File: config.mk
export PLATFORM = sky130hd
export DESIGN_NAME = jbt_tap
export DESIGN_NICKNAME = d
export VERILOG_FILES = /design/src/logic/jbt_pkg.sv /design/src/logic/jbt_tap.sv /design/src/logic/jbt_bsr.sv
export VERILOG_INCLUDE_DIRS = /design/src /design/src/logic
export SDC_FILE = /design/constraint.sdc
export NUM_CORES = 1
export LEC_CHECK = 0
export ABC_AREA = 1
export BUFFER_PORTS_ARGS = -buffer_cell sky130_fd_sc_hd__buf_2
export CORE_UTILIZATION = 45
export CTS_CLUSTER_SIZE = 25
export DETAILED_ROUTE_END_ITERATION = 10
export GPL_ROUTABILITY_DRIVEN = 0
export PLACE_DENSITY_LB_ADDON = 0.3
export SYNTH_ARGS = -nofsm -noshare
export SYNTH_HDL_FRONTEND = slang
export SYNTH_HIERARCHICAL = 1
export SYNTH_SLANG_ARGS = --single-unit
File: constraint.sdc
create_clock -name core_clk -period 3 [get_ports core_clk]
set_clock_uncertainty 0.15 [all_clocks]
set_input_delay 0.15 -clock core_clk [delete_from_list [all_inputs] [get_ports core_clk]]
set_output_delay 0.15 -clock core_clk [all_outputs]
set_load 0.02 [all_outputs]
File: src/logic/jbt_regs.svh
`ifndef JBT_REGS_SVH
`define JBT_REGS_SVH

// ****************************************
// Register lengths
// ****************************************
`define JBT_IR_LEN 8
`define JBT_ID_LEN 32
`define JBT_BSR_LEN 113

// ****************************************
// Instruction codes
// ****************************************
`define JBT_OP_EXTEST 8'h00
`define JBT_OP_IDCODE 8'h21
`define JBT_OP_SAMPLE 8'h05
`define JBT_OP_HIGHZ 8'h03
`define JBT_OP_CLAMP 8'h07
`define JBT_OP_BYPASS 8'hFF

// ****************************************
// Fixed values and field positions
// ****************************************
`define JBT_IR_CAPTURE 2'h1
`define JBT_BYPASS_RESET 1'h0
`define JBT_ID_REV_MSB 31
`define JBT_ID_REV_LSB 28
`define JBT_ID_DEV_MSB 27
`define JBT_ID_DEV_LSB 12
`define JBT_ID_VEN_MSB 11
`define JBT_ID_VEN_LSB 1
`define JBT_ID_PRESENT_BIT 0

`endif

File: src/logic/jbt_pkg.sv
package jbt_pkg;

	// ****************************************
	// Controller states, one-hot
	// ****************************************
	typedef enum logic [15:0] {
		ST_RESET = 16'h0001,
		ST_IDLE = 16'h0002,
		ST_SEL_DR = 16'h0004,
		ST_CAP_DR = 16'h0008,
		ST_SHIFT_DR = 16'h0010,
		ST_EXIT1_DR = 16'h0020,
		ST_PAUSE_DR = 16'h0040,
		ST_EXIT2_DR = 16'h0080,
		ST_UPD_DR = 16'h0100,
		ST_SEL_IR = 16'h0200,
		ST_CAP_IR = 16'h0400,
		ST_SHIFT_IR = 16'h0800,
		ST_EXIT1_IR = 16'h1000,
		ST_PAUSE_IR = 16'h2000,
		ST_EXIT2_IR = 16'h4000,
		ST_UPD_IR = 16'h8000
	} jbt_state_t;

	// ****************************************
	// Data register selection
	// ****************************************
	typedef enum logic [2:0] {
		SEL_BYPASS = 3'h1,
		SEL_ID = 3'h2,
		SEL_BSR = 3'h4
	} jbt_sel_t;

	// ****************************************
	// Control toward the I/O ring
	// ****************************************
	typedef struct packed {
		logic drive_from_bsr;
		logic force_hiz;
	} jbt_ring_t;

	// ****************************************
	// Test pins after synchronisation
	// ****************************************
	typedef struct packed {
		logic tck;
		logic tms;
		logic tdi;
	} jbt_pins_t;

endpackage

File: src/logic/jbt_tap.sv
`timescale 1ns/10ps
`include "jbt_regs.svh"

module jbt_tap
	import jbt_pkg::*;
#(
	parameter int IR_LEN = `JBT_IR_LEN,
	parameter int BSR_LEN = `JBT_BSR_LEN,
	// Arbitrary identification values
	parameter logic [3:0] ID_REVISION = 4'h1,
	parameter logic [15:0] ID_DEVICE = 16'h1234,
	parameter logic [10:0] ID_VENDOR = 11'h055
) (
	// Clock and reset
	input wire logic core_clk,
	input wire logic rst,
	// Test pins
	input wire logic tck,
	input wire logic tms,
	input wire logic tdi,
	output logic tdo,
	output logic tdo_oe,
	// I/O ring
	input wire logic [BSR_LEN-1:0] ring_pins_in,
	output logic [BSR_LEN-1:0] ring_bsr_out,
	output jbt_ring_t ring_ctrl,
	// Status
	output logic test_logic_reset
);

	if (IR_LEN != `JBT_IR_LEN) begin : g_ir_len_check
		$error("jbt_tap: IR_LEN must match the instruction codes");
	end

	// ****************************************
	// Functions
	// ****************************************
	// one path
	function automatic jbt_sel_t sel_of(input logic [IR_LEN-1:0] op);
		unique case (op)
			`JBT_OP_EXTEST,
			`JBT_OP_SAMPLE,
			`JBT_OP_HIGHZ: sel_of = SEL_BSR;
			`JBT_OP_IDCODE: sel_of = SEL_ID;
			default: sel_of = SEL_BYPASS;
		endcase
	endfunction

	function automatic jbt_state_t next_of(input jbt_state_t s, input logic m);
		unique case (s)
			ST_RESET: next_of = m ? ST_RESET : ST_IDLE;
			ST_IDLE: next_of = m ? ST_SEL_DR : ST_IDLE;
			ST_SEL_DR: next_of = m ? ST_SEL_IR : ST_CAP_DR;
			ST_CAP_DR: next_of = m ? ST_EXIT1_DR : ST_SHIFT_DR;
			ST_SHIFT_DR: next_of = m ? ST_EXIT1_DR : ST_SHIFT_DR;
			ST_EXIT1_DR: next_of = m ? ST_UPD_DR : ST_PAUSE_DR;
			ST_PAUSE_DR: next_of = m ? ST_EXIT2_DR : ST_PAUSE_DR;
			ST_EXIT2_DR: next_of = m ? ST_UPD_DR : ST_SHIFT_DR;
			ST_UPD_DR: next_of = m ? ST_SEL_DR : ST_IDLE;
			ST_SEL_IR: next_of = m ? ST_RESET : ST_CAP_IR;
			ST_CAP_IR: next_of = m ? ST_EXIT1_IR : ST_SHIFT_IR;
			ST_SHIFT_IR: next_of = m ? ST_EXIT1_IR : ST_SHIFT_IR;
			ST_EXIT1_IR: next_of = m ? ST_UPD_IR : ST_PAUSE_IR;
			ST_PAUSE_IR: next_of = m ? ST_EXIT2_IR : ST_PAUSE_IR;
			ST_EXIT2_IR: next_of = m ? ST_UPD_IR : ST_SHIFT_IR;
			ST_UPD_IR: next_of = m ? ST_SEL_DR : ST_IDLE;
			default: next_of = ST_RESET;
		endcase
	endfunction

	// ****************************************
	// Pin synchronisers and edge detection
	// ****************************************
	jbt_pins_t meta_q, sync_q;
	logic tck_old_q, tck_rise, tck_fall;

	// Two flops per pin, one more for the clock edge; reset high so a parked clock gives no false rise
	always_ff @(posedge core_clk) begin
		if (rst) begin
			meta_q <= '1;
			sync_q <= '1;
			tck_old_q <= 1'b1;
		end else begin
			meta_q <= '{tck: tck, tms: tms, tdi: tdi};
			sync_q <= meta_q;
			tck_old_q <= sync_q.tck;
		end
	end

	assign tck_rise = sync_q.tck & ~tck_old_q;
	assign tck_fall = ~sync_q.tck & tck_old_q;

	// ****************************************
	// Controller state
	// ****************************************
	jbt_state_t state_q, state_d;

	// Step on each test clock rising edge
	always_comb begin
		state_d = state_q;
		if (tck_rise) begin
			state_d = next_of(state_q, sync_q.tms);
		end
	end

	always_ff @(posedge core_clk) begin
		if (rst) begin
			state_q <= ST_RESET;
		end else begin
			state_q <= state_d;
		end
	end

	assign test_logic_reset = (state_q == ST_RESET);

	// ****************************************
	// Instruction register
	// ****************************************
	logic [IR_LEN-1:0] ir_shift_q, ir_shift_d;
	logic [IR_LEN-1:0] instr_q, instr_d;

	// Capture, shift and update of the instruction
	always_comb begin
		ir_shift_d = ir_shift_q;
		instr_d = instr_q;
		if (tck_rise) begin
			unique case (state_q)
				ST_CAP_IR: ir_shift_d = {instr_q[IR_LEN-1:2], `JBT_IR_CAPTURE};
				ST_SHIFT_IR: ir_shift_d = {sync_q.tdi, ir_shift_q[IR_LEN-1:1]};
				ST_UPD_IR: instr_d = ir_shift_q;
				ST_RESET: instr_d = `JBT_OP_IDCODE;
				default: ;
			endcase
		end
	end

	// Registers
	always_ff @(posedge core_clk) begin
		if (rst) begin
			ir_shift_q <= `JBT_OP_IDCODE;
			instr_q <= `JBT_OP_IDCODE;
		end else begin
			ir_shift_q <= ir_shift_d;
			instr_q <= instr_d;
		end
	end

	// ****************************************
	// Bypass and identification registers
	// ****************************************
	jbt_sel_t sel;
	logic bypass_q, bypass_d;
	logic [`JBT_ID_LEN-1:0] id_q, id_d, id_word;

	assign sel = sel_of(instr_q);

	always_comb begin
		id_word = '0;
		id_word[`JBT_ID_REV_MSB:`JBT_ID_REV_LSB] = ID_REVISION;
		id_word[`JBT_ID_DEV_MSB:`JBT_ID_DEV_LSB] = ID_DEVICE;
		id_word[`JBT_ID_VEN_MSB:`JBT_ID_VEN_LSB] = ID_VENDOR;
		id_word[`JBT_ID_PRESENT_BIT] = 1'b1;
	end

	always_comb begin
		bypass_d = bypass_q;
		id_d = id_q;
		if (tck_rise) begin
			if (state_q == ST_CAP_DR) begin
				if (sel == SEL_BYPASS) begin
					bypass_d = `JBT_BYPASS_RESET;
				end
				if (sel == SEL_ID) begin
					id_d = id_word;
				end
			end else if (state_q == ST_SHIFT_DR) begin
				if (sel == SEL_BYPASS) begin
					bypass_d = sync_q.tdi;
				end
				if (sel == SEL_ID) begin
					id_d = {sync_q.tdi, id_q[`JBT_ID_LEN-1:1]};
				end
			end
		end
	end

	// Registers
	always_ff @(posedge core_clk) begin
		if (rst) begin
			bypass_q <= `JBT_BYPASS_RESET;
			id_q <= '0;
		end else begin
			bypass_q <= bypass_d;
			id_q <= id_d;
		end
	end

	// ****************************************
	// Boundary scan register
	// ****************************************
	logic bsr_capture, bsr_shift, bsr_update, bsr_lsb;

	assign bsr_capture = tck_rise & (state_q == ST_CAP_DR) & (sel == SEL_BSR);
	assign bsr_shift = tck_rise & (state_q == ST_SHIFT_DR) & (sel == SEL_BSR);
	assign bsr_update = tck_rise & (state_q == ST_UPD_DR) & (sel == SEL_BSR);

	jbt_bsr #(
		.LEN(BSR_LEN)
	) u_bsr (
		.core_clk(core_clk),
		.rst(rst),
		.capture_en(bsr_capture),
		.shift_en(bsr_shift),
		.update_en(bsr_update),
		.scan_in(sync_q.tdi),
		.pins_in(ring_pins_in),
		.scan_lsb(bsr_lsb),
		.update_q(ring_bsr_out)
	);

	// ****************************************
	// Ring control
	// ****************************************
	jbt_ring_t ring_d, ring_q;

	always_comb begin
		ring_d = '0;
		if (state_q != ST_RESET) begin
			ring_d.drive_from_bsr = (instr_q == `JBT_OP_EXTEST) | (instr_q == `JBT_OP_CLAMP);
			ring_d.force_hiz = (instr_q == `JBT_OP_HIGHZ);
		end
	end

	// Registers
	always_ff @(posedge core_clk) begin
		if (rst) begin
			ring_q <= '0;
		end else begin
			ring_q <= ring_d;
		end
	end

	assign ring_ctrl = ring_q;

	// ****************************************
	// Serial output
	// ****************************************
	logic tdo_d, tdo_oe_d, tdo_q, tdo_oe_q;
	logic dr_lsb;

	always_comb begin
		unique case (sel)
			SEL_ID: dr_lsb = id_q[0];
			SEL_BSR: dr_lsb = bsr_lsb;
			default: dr_lsb = bypass_q;
		endcase
	end

	always_comb begin
		tdo_d = tdo_q;
		tdo_oe_d = tdo_oe_q;
		if (tck_fall) begin
			tdo_oe_d = (state_q == ST_SHIFT_IR) | (state_q == ST_SHIFT_DR);
			tdo_d = (state_q == ST_SHIFT_IR) ? ir_shift_q[0] : dr_lsb;
		end
	end

	always_ff @(posedge core_clk) begin
		if (rst) begin
			tdo_q <= 1'b0;
			tdo_oe_q <= 1'b0;
		end else begin
			tdo_q <= tdo_d;
			tdo_oe_q <= tdo_oe_d;
		end
	end

	assign tdo = tdo_q;
	assign tdo_oe = tdo_oe_q;

endmodule // jbt_tap

File: src/logic/jbt_bsr.sv
`timescale 1ns/10ps
`include "jbt_regs.svh"

module jbt_bsr
	import jbt_pkg::*;
#(
	parameter int LEN = `JBT_BSR_LEN
) (
	// Clock and reset
	input wire logic core_clk,
	input wire logic rst,
	// Step controls from the controller
	input wire logic capture_en,
	input wire logic shift_en,
	input wire logic update_en,
	input wire logic scan_in,
	// I/O ring
	input wire logic [LEN-1:0] pins_in,
	output logic scan_lsb,
	output logic [LEN-1:0] update_q
);

	if (LEN < 2) begin : g_len_check
		$error("jbt_bsr: LEN must be at least 2");
	end

	// ****************************************
	// Shift stage and update stage
	// ****************************************
	logic [LEN-1:0] shift_q;
	logic [LEN-1:0] shift_d;
	logic [LEN-1:0] update_d;
	logic [LEN-1:0] pins_meta_q;
	logic [LEN-1:0] pins_sync_q;

	// Next values of both stages
	always_comb begin
		shift_d = shift_q;
		update_d = update_q;
		if (capture_en) begin
			shift_d = pins_sync_q;
		end else if (shift_en) begin
			shift_d = {scan_in, shift_q[LEN-1:1]};
		end
		if (update_en) begin
			update_d = shift_q;
		end
	end

	// Registers; ring pins pass two flops before capture
	always_ff @(posedge core_clk) begin
		if (rst) begin
			pins_meta_q <= '0;
			pins_sync_q <= '0;
			shift_q <= '0;
			update_q <= '0;
		end else begin
			pins_meta_q <= pins_in;
			pins_sync_q <= pins_meta_q;
			shift_q <= shift_d;
			update_q <= update_d;
		end
	end

	assign scan_lsb = shift_q[0];

endmodule // jbt_bsr

==> results.cfg <==
[sta]
setup_viol = 0
fin_crit_sh = 0.927
rsz0062_at_grt = false
tightest_slew_ps = 757
slew_violations = 0
slew_headroom = 0.495
worst_slack_ps = 218
hold_violations = 0
max_freq_mhz = 360
tns_ps = 0
finalCriticalPeriod_ps = 2780

[clocking]
clk_latency_ps = 590
cts_root_buf = clkbuf_16
ctsLongestPathBuffers = 3
cts.htree.levels = 2
cts.sinks = 528
clkTransAtPathRegs_ps = 60
cts_buffers = 54
cts_tree = built

[critical_path]
crit_slowest_cell = dfxtp_1
cp_slowest_stage_delay_ps = 350
cp-start-kind = flip-flop
required_ps = 3350
worstPathArrival_ps = 3130
worstSetupEndpointType = flip-flop
path_max_fanout = 46
reg2reg_depth = 12
crit_chain = or2_2, nor2_1, and3_1, inv_1, ha_1, nand2_1, nor2_4, buf_12, nor2_8, buf_12, nand2_1, a21oi_1
r2r_setup_slack_ps = 220
critPathKind = reg -> reg

[power_and_ir_drop]
worst_ir_drop_vdd_v = 0.000415
p_leak_uw = 0.0119
power_density_nw_per_um2 = 589

[yosys]
netlist_instances = 2743
synth_nets = 2864
ys_seq_elements = 528
synth_ff_type = dfxtp_1
async_flop_share = 0
synth_area_per_cell_sq_um = 7.20
yosysWarningCount = 6
synth-edff-count = 0
netlist_area_sq_um = 19700
seq_area_frac_synth = 0.535
yosysUniqueCellTypes = 34

[global_routing]
grt.overflow.total = 0
antenna_found_initial = 0
track_usage = 0.204
grt_pass1_vias = 15900
grt_pass1_wl_mm = 75.2
grt_start_max_net_pins = 172

[layout]
syn_to_final_growth_pct = 24.1
finalNetCount = 3181
layout.cells.most_common = nand2_1
final_util = 0.567
drive_gt1_frac = 0.122
final_cell_mix = nand2_1, dfxtp_1, nor2_1, inv_1, buf_2
fin_area_sq_um = 24500
antennaDiodeCount = 0
final_cells = 3689

[floorplanning]
die_area_sq_um = 44700
design.core.area_sq_um = 43200
rows = 76
die_y_microns = 211
num_io_pins = 236
die-width_microns = 211
initial_core_util = 0.457

[detailed_routing]
wirelength_mm = 47.1
drtIter0Drc = 1285
vias_per_cell = 4.61
wl_per_cell_microns = 12.8
drc_errors = 0
dr.pass1.iters = 5
vias = 17000
ant_nets = 0

[run_status]
status = finished, final reports clean

[min_path]
hold_class = in -> reg
hold_path_depth = 3

[placement]
placed_cell_area_sq_um = 21200
port_buffers = 235
pre_cts_ws_ps = 181
dp_hpwl_mm = 28.1
dpl.cell_count = 3440

[run]
cap_violations = 0
[metal layers]
layer  global-route usage  vias to the layer above  part of all wire
met1                0.256                     7813              0.45
met5                    0                        -                 0
li1                     -                     8727                 -
met2                0.349                      403              0.47
met3               0.0423                       81             0.058
met4               0.0655                        0             0.024
[stage by stage]
stage / total power, uW / hold slack (ps)
2_1_floorplan: 7600 / 104
3_3_place_gp: 7770 / 187
3_5_place_dp: 7770 / 185
4_1_cts: 14600 / 82.5
5_1_grt: 15000 / 107
6_report: 14400 / 123
[path summary, 6_finish.rpt]
kind                               startpoint                               end
max                   instr_q[3]$_SDFFE_PP0P_    u_bsr/shift_q[49]$_SDFFE_PP0P_
min                                       tck              meta_q[2]$_SDFF_PP1_
max reg2reg           instr_q[3]$_SDFFE_PP0P_    u_bsr/shift_q[49]$_SDFFE_PP0P_
min reg2reg  u_bsr/pins_meta_q[99]$_SDFF_PP0_  u_bsr/pins_sync_q[99]$_SDFF_PP0_
[worst max-delay path, delay by kind of cell, from the launching register on]
family	cells	cell delay [ps]
and+or+nand+nor	7	1300
buffers and inverters	3	500
DFF	1	350
adders and majority gates	1	190
AOI/OAI and AO/OA	1	190
[power by group]
group          total, uW  switching [uW]  internal (uW)
registers           7210            42.9           7160
logic                563             294            269
clock network       6660            2690           3960
total              14400            3030          11400
[repair_timing]
| item | 4_1_cts | 5_1_grt |
|---|---|---|
| hold endpoints to repair | 148 | 0 |
| resized for setup | 0 | 2 |
| endpoints found under the setup margin | 0 | 32 |
| setup buffers | 0 | 3 |
| hold buffers | 144 | 0 |
[cell type report]
class	count	area [sq um]
fillers	3984	18700
well taps	585	732
repair buffers	403	3000
flip-flops and latches	528	10600
clock buffers	82	1580
clock inverters	18	203
multi-input cells	1644	6800
inverters	429	1620
[flip-flops by register name (all words and copies together), names as in the netlist]
| register | cells |
|---|---|
| id_q | 32 |
| ring_ctrl | 2 |
| meta_q | 3 |
| ir_shift_q | 8 |
| tdo_oe | 1 |
| u_bsr/update_q | 113 |
| tck_old_q | 1 |
| bypass_q | 1 |
| u_bsr/pins_sync_q | 113 |
| u_bsr/shift_q | 113 |
| tdo | 1 |
| state_q | 16 |
| sync_q | 3 |
| instr_q | 8 |
| u_bsr/pins_meta_q | 113 |
[synthesized netlist by cell type, drive strengths merged (3+ instances only)]
cell type	number	area share
nand3	33	0.0095
nor3	5	0.0013
nor4	3	0.00095
buf	94	0.031
dfxtp	528	0.54
ha	3	0.0019
inv	429	0.082
o21ai	135	0.034
nand2	769	0.15
clkbuf	49	0.0096
or2	7	0.0022
nor2	529	0.10
a21oi	147	0.037
[cells by family after synthesis]
kind of cell | share of synthesized area
compound gates | 0.0737
fa+ha+maj | 0.00190
buf+inv | 0.122
flops | 0.535
simple gates | 0.267
Power figures use the tool's default switching activity.
